**config.mk**
```make
export PLATFORM = sky130hd
export DESIGN_NAME = hiac_top
export DESIGN_NICKNAME = d
export VERILOG_FILES = /design/src/hdl/hiac_pkg.sv /design/src/hdl/hiac_top.sv
export SDC_FILE = /design/constraint.sdc
export NUM_CORES = 1
export LEC_CHECK = 0
export BUFFER_PORTS_ARGS = -buffer_cell sky130_fd_sc_hd__buf_2
export CAP_MARGIN = 10
export CORE_MARGIN = 2
export CORE_UTILIZATION = 60
export DETAILED_ROUTE_END_ITERATION = 10
export PLACE_DENSITY = 0.79
export SYNTH_ARGS = -nofsm -noshare
export SYNTH_HDL_FRONTEND = slang
export SYNTH_SLANG_ARGS = --single-unit
```
**constraint.sdc**
```tcl
create_clock -name CLK_I -period 7.5 [get_ports CLK_I]
set_clock_uncertainty 0.1 [all_clocks]
set_input_delay 1.5 -clock CLK_I [delete_from_list [all_inputs] [get_ports CLK_I]]
set_output_delay 1.5 -clock CLK_I [all_outputs]
set_load 0.005 [all_outputs]
```
**src/hdl/hiac_pkg.sv**
```systemverilog
package hiac_pkg;

    // Register byte addresses on the processor side
    localparam logic [31:0] HIAC_DATA_ADDR = 32'hC00000C0;
    localparam logic [31:0] HIAC_PTR_LO_ADDR = 32'hC00000D0;
    localparam logic [31:0] HIAC_PTR_HI_ADDR = 32'hC00000E0;
    localparam logic [31:0] HIAC_CTL_ADDR = 32'hC0000100;

    // Host register select codes
    localparam logic [1:0] HIAC_SEL_PTR_LO = 2'h0;
    localparam logic [1:0] HIAC_SEL_PTR_HI = 2'h1;
    localparam logic [1:0] HIAC_SEL_DATA = 2'h2;
    localparam logic [1:0] HIAC_SEL_CTL = 2'h3;

    // Control field positions
    localparam int HIAC_NMI_BIT = 8;
    localparam int HIAC_UNMASKABLE_CONTEXT_MODE_BIT = 9;
    localparam int HIAC_WRITE_AUTO_INCREMENT_BIT = 11;
    localparam int HIAC_READ_AUTO_INCREMENT_BIT = 12;
    localparam int HIAC_LBL_BIT = 13;
    localparam int HIAC_CF_BIT = 14;
    localparam int HIAC_HLT_BIT = 15;

    // Writable control bits and reset values
    localparam logic [15:0] HIAC_CTL_WMASK = 16'hFB00;
    localparam logic [15:0] HIAC_CTL_RESET = 16'h0000;
    localparam logic [15:0] HIAC_PTR_RESET = 16'h0000;
    localparam logic [15:0] HIAC_DATA_RESET = 16'h0000;

    // Pointer step and word alignment
    localparam logic [31:0] HIAC_PTR_STEP = 32'h00000010;
    localparam logic [31:0] HIAC_WORD_MASK = 32'hFFFFFFF0;

    // Request buffer shape
    localparam int HIAC_FIFO_DEPTH = 8;

    typedef struct packed {
        logic cs;
        logic rd_n;
        logic wr_n;
        logic [1:0] sel;
        logic [1:0] ben_n;
        logic [15:0] data;
    } hiac_host_pins_t;

    typedef struct packed {
        logic we;
        logic [31:0] addr;
        logic [15:0] wdata;
    } hiac_mem_req_t;

endpackage : hiac_pkg

```
**src/hdl/hiac_top.sv**
```systemverilog
`timescale 1ns/1ps

module hiac_fifo #(
    parameter int WIDTH = 8,
    parameter int DEPTH = 8
) (
    input wire logic clk_i,
    input wire logic rstn_i,
    input wire logic in_valid_i,
    output logic in_ready_o,
    input wire logic [WIDTH-1:0] in_data_i,
    output logic out_valid_o,
    input wire logic out_ready_i,
    output logic [WIDTH-1:0] out_data_o
);
    localparam int AW = $clog2(DEPTH);
    logic [WIDTH-1:0] mem_q [DEPTH];
    logic [AW-1:0] wp_q;
    logic [AW-1:0] rp_q;
    logic [AW:0] cnt_q;
    logic push;
    logic pop;
    assign in_ready_o = (cnt_q != (AW+1)'(DEPTH));
    assign out_valid_o = (cnt_q != '0);
    assign out_data_o = mem_q[rp_q];
    assign push = in_valid_i && in_ready_o;
    assign pop = out_valid_o && out_ready_i;

    always_ff @(posedge clk_i) begin
        if (push) mem_q[wp_q] <= in_data_i;
    end

    always_ff @(posedge clk_i) begin
        if (!rstn_i) begin
            wp_q <= '0;
            rp_q <= '0;
            cnt_q <= '0;
        end else begin
            if (push) wp_q <= (wp_q == AW'(DEPTH - 1)) ? '0 : wp_q + AW'(1);
            if (pop) rp_q <= (rp_q == AW'(DEPTH - 1)) ? '0 : rp_q + AW'(1);
            cnt_q <= cnt_q + (AW+1)'(push) - (AW+1)'(pop);
        end
    end
endmodule : hiac_fifo

// What this block does
// - Pointer is upper half over lower half
// - Four pointer LSBs always forced zero
// - Pointer increment wraps to zero
// - Processor pointer writes start no read
// - Control bits shared by host and processor
// - Host write sets unmaskable interrupt request
// - Core takes request at next boundary
// - Taking interrupt clears request bit
// - Interrupt leaves refresh and registers alone
// - Mode bit selects save or discard context
// - Interrupt does not reset I/O registers
// - Flush bit clears present flags, disables cache
// - Flush falling restarts cache from reset state while CACHE_DISABLE_I is low
// - Order zero triggers on upper byte
// - Order one triggers on lower byte
// - Each cycle moves one 16-bit word
// - Read auto-increment bit steers pre-read step
// - Write auto-increment bit steers post-write step
// - Read step 16 first; every trigger-byte read refetches
// - Write then step 16; every trigger-byte write stores
// - Halt stops core and blocks interrupts
// - Halt bit follows chip select at reset
module hiac_top
    import hiac_pkg::*;
(
    // Clock and reset
    input wire logic CLK_I,
    input wire logic RSTN_I,
    // Host pins
    input wire logic HOST_CS_I,
    input wire logic HOST_RD_N_I,
    input wire logic HOST_WR_N_I,
    input wire logic [1:0] HOST_SEL_I,
    input wire logic [1:0] HOST_BEN_N_I,
    input wire logic [15:0] HOST_DATA_I,
    output logic [15:0] HOST_DATA_O,
    output logic HOST_DATA_OE_O,
    output logic HOST_RDY_O,
    // On-chip processor register port
    input wire logic CPU_SEL_I,
    input wire logic CPU_WE_I,
    input wire logic [31:0] CPU_ADDR_I,
    input wire logic [15:0] CPU_WDATA_I,
    output logic [15:0] CPU_RDATA_O,
    // Core control
    input wire logic NMI_TAKEN_I,
    input wire logic CACHE_DISABLE_I,
    output logic NMI_REQ_O,
    output logic NMI_MODE_O,
    output logic HALT_O,
    output logic CACHE_FLUSH_O,
    output logic CACHE_RESTART_O,
    // Local memory
    output logic MEM_REQ_VALID_O,
    input wire logic MEM_REQ_READY_I,
    output hiac_mem_req_t MEM_REQ_O,
    input wire logic MEM_RVALID_I,
    input wire logic [15:0] MEM_RDATA_I
);
    hiac_host_pins_t s1_q, s2_q, s3_q, pins_q, pins_raw;
    logic act, act_prev_q, host_start, upper, lower, byte_order_select, trig_data, trig_ptr;
    logic host_wr, host_rd, strap_q, cf_prev_q, req_v_q, rd_pend_q, fifo_rdy;
    logic cpu_wr_lo, cpu_wr_hi, cpu_wr_ctl, cpu_wr_data, host_nmi_set;
    logic [15:0] ctl_q, ctl_d, hwdata, ptr_lo_q, ptr_hi_q, data_q;
    logic [15:0] ptr_lo_d, ptr_hi_d, data_d;
    logic [31:0] ptr, ptr_next, ptr_inc;
    hiac_mem_req_t req_q, req_d;
    logic req_set;

    // Host pin synchroniser
    assign pins_raw = '{cs: HOST_CS_I, rd_n: HOST_RD_N_I, wr_n: HOST_WR_N_I,
                        sel: HOST_SEL_I, ben_n: HOST_BEN_N_I, data: HOST_DATA_I};
    always_ff @(posedge CLK_I) begin
        s1_q <= pins_raw;
        s2_q <= s1_q;
        s3_q <= s2_q;
    end

    always_ff @(posedge CLK_I) begin
        if (!RSTN_I) begin
            pins_q <= '{cs: 1'b0, rd_n: 1'b1, wr_n: 1'b1, sel: 2'h0, ben_n: 2'h3,
                        data: 16'h0000};
            act_prev_q <= 1'b0;
        end else begin
            if (s2_q == s3_q) begin
                pins_q <= s3_q;
            end
            act_prev_q <= act;
        end
    end
    // Host access decode
    assign act = pins_q.cs && (!pins_q.rd_n || !pins_q.wr_n);
    assign host_start = act && !act_prev_q;
    assign host_wr = host_start && !pins_q.wr_n;
    assign host_rd = host_start && pins_q.rd_n == 1'b0 && pins_q.wr_n;
    assign upper = !pins_q.ben_n[1];
    assign lower = !pins_q.ben_n[0];
    assign byte_order_select = ctl_q[HIAC_LBL_BIT];
    assign trig_data = byte_order_select ? lower : upper;
    assign trig_ptr = host_wr && (byte_order_select ? (pins_q.sel == HIAC_SEL_PTR_LO && lower)
                                      : (pins_q.sel == HIAC_SEL_PTR_HI && upper));
    function automatic logic [15:0] hiac_merge(input logic [15:0] old,
                                               input logic [15:0] nw,
                                               input logic [1:0] ben_n);
        hiac_merge = {ben_n[1] ? old[15:8] : nw[15:8], ben_n[0] ? old[7:0] : nw[7:0]};
    endfunction : hiac_merge
    // Processor register decode
    assign cpu_wr_lo = CPU_SEL_I && CPU_WE_I && CPU_ADDR_I == HIAC_PTR_LO_ADDR;
    assign cpu_wr_hi = CPU_SEL_I && CPU_WE_I && CPU_ADDR_I == HIAC_PTR_HI_ADDR;
    assign cpu_wr_ctl = CPU_SEL_I && CPU_WE_I && CPU_ADDR_I == HIAC_CTL_ADDR;
    assign cpu_wr_data = CPU_SEL_I && CPU_WE_I && CPU_ADDR_I == HIAC_DATA_ADDR;

    always_ff @(posedge CLK_I) begin
        if (!RSTN_I) begin
            CPU_RDATA_O <= 16'h0000;
        end else if (CPU_SEL_I && !CPU_WE_I) begin
            case (CPU_ADDR_I)
                HIAC_DATA_ADDR: CPU_RDATA_O <= data_q;
                HIAC_PTR_LO_ADDR: CPU_RDATA_O <= ptr_lo_q;
                HIAC_PTR_HI_ADDR: CPU_RDATA_O <= ptr_hi_q;
                HIAC_CTL_ADDR: CPU_RDATA_O <= ctl_q;
                default: CPU_RDATA_O <= 16'h0000;
            endcase
        end
    end
    // Control register, shared by both writers
    assign hwdata = hiac_merge(ctl_q, pins_q.data, pins_q.ben_n);
    assign host_nmi_set = host_wr && pins_q.sel == HIAC_SEL_CTL && upper
                          && pins_q.data[HIAC_NMI_BIT];
    always_comb begin
        ctl_d = ctl_q;
        if (NMI_TAKEN_I) ctl_d[HIAC_NMI_BIT] = 1'b0;
        if (host_wr && pins_q.sel == HIAC_SEL_CTL)
            ctl_d = (ctl_d & ~HIAC_CTL_WMASK) | (hwdata & HIAC_CTL_WMASK);
        if (cpu_wr_ctl)
            ctl_d = (ctl_d & ~HIAC_CTL_WMASK) | (CPU_WDATA_I & HIAC_CTL_WMASK);
        if (host_nmi_set) ctl_d[HIAC_NMI_BIT] = 1'b1;
    end

    always_ff @(posedge CLK_I) begin
        if (!RSTN_I) begin
            ctl_q <= HIAC_CTL_RESET;
            strap_q <= 1'b1;
            cf_prev_q <= 1'b0;
        end else begin
            strap_q <= 1'b0;
            cf_prev_q <= ctl_q[HIAC_CF_BIT];
            ctl_q <= ctl_d;
            if (strap_q) ctl_q[HIAC_HLT_BIT] <= s3_q.cs;
        end
    end
    // Core control outputs
    assign HALT_O = ctl_q[HIAC_HLT_BIT];
    assign NMI_REQ_O = ctl_q[HIAC_NMI_BIT] && !ctl_q[HIAC_HLT_BIT];
    assign NMI_MODE_O = ctl_q[HIAC_UNMASKABLE_CONTEXT_MODE_BIT];
    assign CACHE_FLUSH_O = ctl_q[HIAC_CF_BIT];
    assign CACHE_RESTART_O = cf_prev_q && !ctl_q[HIAC_CF_BIT] && !CACHE_DISABLE_I;
    // Pointer and data buffer
    assign ptr = {ptr_hi_q, ptr_lo_q} & HIAC_WORD_MASK;
    assign ptr_inc = ptr + HIAC_PTR_STEP;

    always_comb begin
        ptr_lo_d = ptr_lo_q;
        ptr_hi_d = ptr_hi_q;
        data_d = data_q;
        req_set = 1'b0;
        req_d = req_q;
        if (cpu_wr_lo) ptr_lo_d = CPU_WDATA_I & HIAC_WORD_MASK[15:0];
        if (cpu_wr_hi) ptr_hi_d = CPU_WDATA_I;
        if (cpu_wr_data) data_d = CPU_WDATA_I;
        if (host_wr && pins_q.sel == HIAC_SEL_PTR_LO) begin
            ptr_lo_d = hiac_merge(ptr_lo_q, pins_q.data, pins_q.ben_n) & HIAC_WORD_MASK[15:0];
        end
        if (host_wr && pins_q.sel == HIAC_SEL_PTR_HI) begin
            ptr_hi_d = hiac_merge(ptr_hi_q, pins_q.data, pins_q.ben_n);
        end
        ptr_next = {ptr_hi_d, ptr_lo_d} & HIAC_WORD_MASK;
        if (trig_ptr) begin
            req_set = 1'b1;
            req_d = '{we: 1'b0, addr: ptr_next, wdata: 16'h0000};
        end
        if (host_wr && pins_q.sel == HIAC_SEL_DATA) begin
            data_d = hiac_merge(data_q, pins_q.data, pins_q.ben_n);
            if (trig_data) begin
                req_set = 1'b1;
                req_d = '{we: 1'b1, addr: ptr, wdata: data_d};
                if (ctl_q[HIAC_WRITE_AUTO_INCREMENT_BIT]) begin
                    {ptr_hi_d, ptr_lo_d} = ptr_inc;
                end
            end
        end
        if (host_rd && pins_q.sel == HIAC_SEL_DATA && trig_data) begin
            req_set = 1'b1;
            req_d = '{we: 1'b0, addr: ctl_q[HIAC_READ_AUTO_INCREMENT_BIT] ? ptr_inc : ptr,
                      wdata: 16'h0000};
            if (ctl_q[HIAC_READ_AUTO_INCREMENT_BIT]) begin
                {ptr_hi_d, ptr_lo_d} = ptr_inc;
            end
        end
        if (MEM_RVALID_I && rd_pend_q) data_d = MEM_RDATA_I;
    end

    always_ff @(posedge CLK_I) begin
        if (!RSTN_I) begin
            ptr_lo_q <= HIAC_PTR_RESET;
            ptr_hi_q <= HIAC_PTR_RESET;
            data_q <= HIAC_DATA_RESET;
        end else begin
            ptr_lo_q <= ptr_lo_d;
            ptr_hi_q <= ptr_hi_d;
            data_q <= data_d;
        end
    end
    // Request hand-off into the buffer
    always_ff @(posedge CLK_I) begin
        if (!RSTN_I) begin
            req_v_q <= 1'b0;
            req_q <= '0;
            rd_pend_q <= 1'b0;
        end else begin
            if (req_set) begin
                req_v_q <= 1'b1;
                req_q <= req_d;
            end else if (fifo_rdy) begin
                req_v_q <= 1'b0;
            end
            if (req_set && !req_d.we) begin
                rd_pend_q <= 1'b1;
            end else if (MEM_RVALID_I) begin
                rd_pend_q <= 1'b0;
            end
        end
    end
    hiac_fifo #(
        .WIDTH($bits(hiac_mem_req_t)),
        .DEPTH(HIAC_FIFO_DEPTH)
    ) u_fifo (
        .clk_i(CLK_I),
        .rstn_i(RSTN_I),
        .in_valid_i(req_v_q),
        .in_ready_o(fifo_rdy),
        .in_data_i(req_q),
        .out_valid_o(MEM_REQ_VALID_O),
        .out_ready_i(MEM_REQ_READY_I),
        .out_data_o(MEM_REQ_O)
    );
    assign HOST_RDY_O = fifo_rdy && !req_v_q && !rd_pend_q;
    // Host read return
    always_ff @(posedge CLK_I) begin
        if (!RSTN_I) begin
            HOST_DATA_O <= 16'h0000;
            HOST_DATA_OE_O <= 1'b0;
        end else begin
            HOST_DATA_OE_O <= pins_q.cs && !pins_q.rd_n && pins_q.wr_n;
            if (host_rd) begin
                case (pins_q.sel)
                    HIAC_SEL_PTR_LO: HOST_DATA_O <= ptr_lo_q;
                    HIAC_SEL_PTR_HI: HOST_DATA_O <= ptr_hi_q;
                    HIAC_SEL_DATA: HOST_DATA_O <= data_q;
                    HIAC_SEL_CTL: HOST_DATA_O <= ctl_q & HIAC_CTL_WMASK;
                    default: HOST_DATA_O <= 16'h0000;
                endcase
            end
        end
    end
endmodule : hiac_top
```
==> impl_metrics.ini <==
[clock_network]
cts_hold_repair.buffers = 0
clock-sinks = 639
clock_path_buffers = 3
postCtsSetupBuffers = 0
cts.htree.levels = 2
ctsRootBufferMaster = clkbuf_16
cts_tree = done
worst_skew_pair.late_latency_ns = 0.63
cts_made_buffers = 59
cts.repair.resized = 0
clkTransAtPathRegs_ns = 0.06

[critical_path]
largest_stage_delay_on_the_critical_path_ns = 0.86
critical_path.endpoint_type = output pin
cp.buffers_inverters = 2
path_max_fanout = 39
worstPathCellList = buf_4 > mux4_2 > mux2_2 > buf_2
crit_slowest_cell = dfxtp_4
kind_of_launch_point_of_the_worst_setup_path = flip-flop
cp.arrival_ns = 3.23
cpLargestDelayFamily = multiplexers
setup.worst_path.class = reg -> out
worstPathRequired_ns = 5.90

[routing]
routed-via-count = 17730
drtPass1Iterations = 6
number_of_remaining_drc_errors = 0
detail_route.wl_per_cell_um = 26.65
vias_per_cell = 6.615
route.antenna.remaining_nets = 0
wl_mm = 71.41
detail_route.iter0.violations = 2197

[timing]
timing.final.setup_violations = 0
max_freq_mhz = 207.0
max_transition_viols_final = 0
timing.final.hold_violations = 0
period_minus_slack_ns = 4.831
rsz_0062_raised_after_global_routing = no
max-slew-margin-rel = 0.1176
fin_worst_hold_slack_ns = 0.2247
worst_slew_pin_slew_ns = 1.318
setup_tns_ns = 0
layout_worst_path_cycle_share = 0.6441

[cells_and_area]
area_growth_pct = 13.29
finalNetCount = 2151
fin_util = 0.6894
stdcell_area_sq_mm = 0.02976
fin_cells = 2680
drive_gt1_frac = 0.2445

[logic_synthesis]
synth_xor_area_frac = 0.01067
synth_mux_area_frac = 0.1445
number_of_enable_flip_flop_cells_after_synthesis = 392
async_reset_ff_frac = 0
synth_compound_area_frac = 0.09469
synthesis.nets = 2011
syn-mean-instance-area_sq_um = 13.80
post-synth-top-area-cell = edfxtp_1
seq_area_frac_synth = 0.6363
yosysMostFrequentCell = edfxtp_1
synth-main-ff-cell = edfxtp_1
synth_unique_cells = 74
post_synth_fa_ha_maj_area_fraction = 0.006001
yosys.area_share.simple = 0.08369
ys.warnings.count = 0
post_synthesis_instance_total = 1904
synth_top_cells_by_count = edfxtp_1, dfxtp_1, nor2_1, nand2_1, mux4_2
ys_ff_latch = 639
top_cell_type_s_share_of_synthesized_area = 0.4481
synth_top_family_by_area = multiplexers
mappedNetlistArea_sq_mm = 0.02627
ys_top_cells_by_area = edfxtp_1, dfxtp_1, mux4_2, mux2_2, mux2i_1

[grt]
grt_start_max_net_pins = 72
first_global_vias = 17300
wire_length_of_the_first_global_routing_pass_mm = 107.0
initial_antenna_violation_count = 1
grt_util_all_layers = 0.3197
globalRoute.totalOverflow = 0

[floorplanning]
initial_core_util = 0.6085
core-area_sq_mm = 0.04317
io_pins = 184
die_width_um = 213.2
std_cell_rows = 76
die_h_um = 213.2
die_area_sq_mm = 0.04547

[power]
cellPowerDensity_mw_per_mm2 = 251.7
p_leak_nw = 11.04
vdd.ir_drop.worst_mv = 0.1906

[hold_path]
worstHoldPathType = reg -> reg

[place]
buffer_ports.inserted = 183
detailedPlacementHpwl_mm = 45.62
gpl.final_weighted_congestion = 1.030
placed_cells = 2568
dpl-instance-area_sq_mm = 0.02772

[status]
status = finished clean

[run]
maxCapViolCount = 0
## through the flow
step                      worst slack, ns  power (mW)
after floorplan                     1.358       4.276
after global placement              2.762       4.437
after detailed placement            2.643       4.451
after CTS                           2.543       7.529
after global routing                2.397       7.715
final                               2.669       7.490
## layer usage
metal | track usage | vias up | routed length [um]
met5 | 0 | - | 0
met4 | 0.1386 | 0 | 3420
met3 | 0.06427 | 206 | 6928
met2 | 0.5157 | 1058 | 33940
met1 | 0.4257 | 8801 | 27130
li1 | - | 7663 | -
## sequential cells by signal, indices dropped and copies added, names as in the netlist, named ones only
name and cells:
u_fifo.mem_q 392, req_q 49, pins_q 23, s1_q 23, s2_q 23, s3_q 23
CPU_RDATA_O 16, HOST_DATA_O 16, data_q 16, ptr_hi_q 16, ptr_lo_q 16, ctl_q 7
u_fifo.cnt_q 4, u_fifo.rp_q 3, u_fifo.wp_q 3, HOST_DATA_OE_O 1, act_prev_q 1, cf_prev_q 1
rd_pend_q 1, req_v_q 1, strap_q 1
## placed cells by master, fill, tap and decap left out, types with 33 or more instances in the layout
| master | n |
|---|---|
| edfxtp_1 | 392 |
| dfxtp_1 | 244 |
| buf_2 | 183 |
| nor2_1 | 122 |
| nand2_1 | 107 |
| mux4_2 | 105 |
| a21oi_1 | 87 |
| o21ai_0 | 77 |
| mux2i_1 | 71 |
| mux2_2 | 64 |
| clkbuf_16 | 60 |
| nor3_1 | 44 |
| buf_4 | 33 |
## cells by family (layout without fill, tap and decap cells)
| family | count (synthesis) | in the layout |
|---|---|---|
| AND/OR/NAND/NOR | 445 | 445 |
| other | 0 | 1 |
| flip-flops | 639 | 639 |
| buffers and inverters | 165 | 355 |
| multiplexers | 240 | 240 |
| AO/OA/AOI/OAI | 371 | 371 |
| XOR/XNOR | 32 | 32 |
| adder cells (fa/ha/maj) | 12 | 12 |
## worst register-to-register path: cells and delay by family, from the launching register on
| family | cells | cell delay (ns) |
|---|---|---|
| buffers and inverters | 1 | 0.37 |
| flip-flops | 1 | 0.83 |
| AND/OR/NAND/NOR | 2 | 0.83 |
| AO/OA/AOI/OAI | 4 | 1.76 |
## power breakdown
part           total [mW]  switching (mW)  internal [mW]
combinational       0.559           0.253          0.305
sequential           3.81          0.0868           3.72
clock                3.12            1.31           1.81
total                7.49            1.65           5.84
## layout make-up
type,count,area [sq um]
multi-input cells,1100,8992
clock buffers,85,1689
flip-flops and latches,639,16730
inverters,28,105.1
repair buffers,216,1164
well taps,585,732.0
diodes,1,2.502
clock inverters,26,349.1
fillers,2964,13410
## worst paths after layout
kind	from	endpoint	slack, ns	depth (start not counted)
worst max-delay path	flip-flop	MEM_REQ_O[41]	2.67	4
worst min-delay path	s1_q[4]$_DFF_P_	s2_q[4]$_DFF_P_	0.22	0
worst max register to register	pins_q[17]$_SDFFE_PN1N_	req_q[23]$_SDFFE_PN0P_	3.50	7
worst min register to register	s1_q[4]$_DFF_P_	s2_q[4]$_DFF_P_	0.22	0
(Power assumes the default switching activity.)
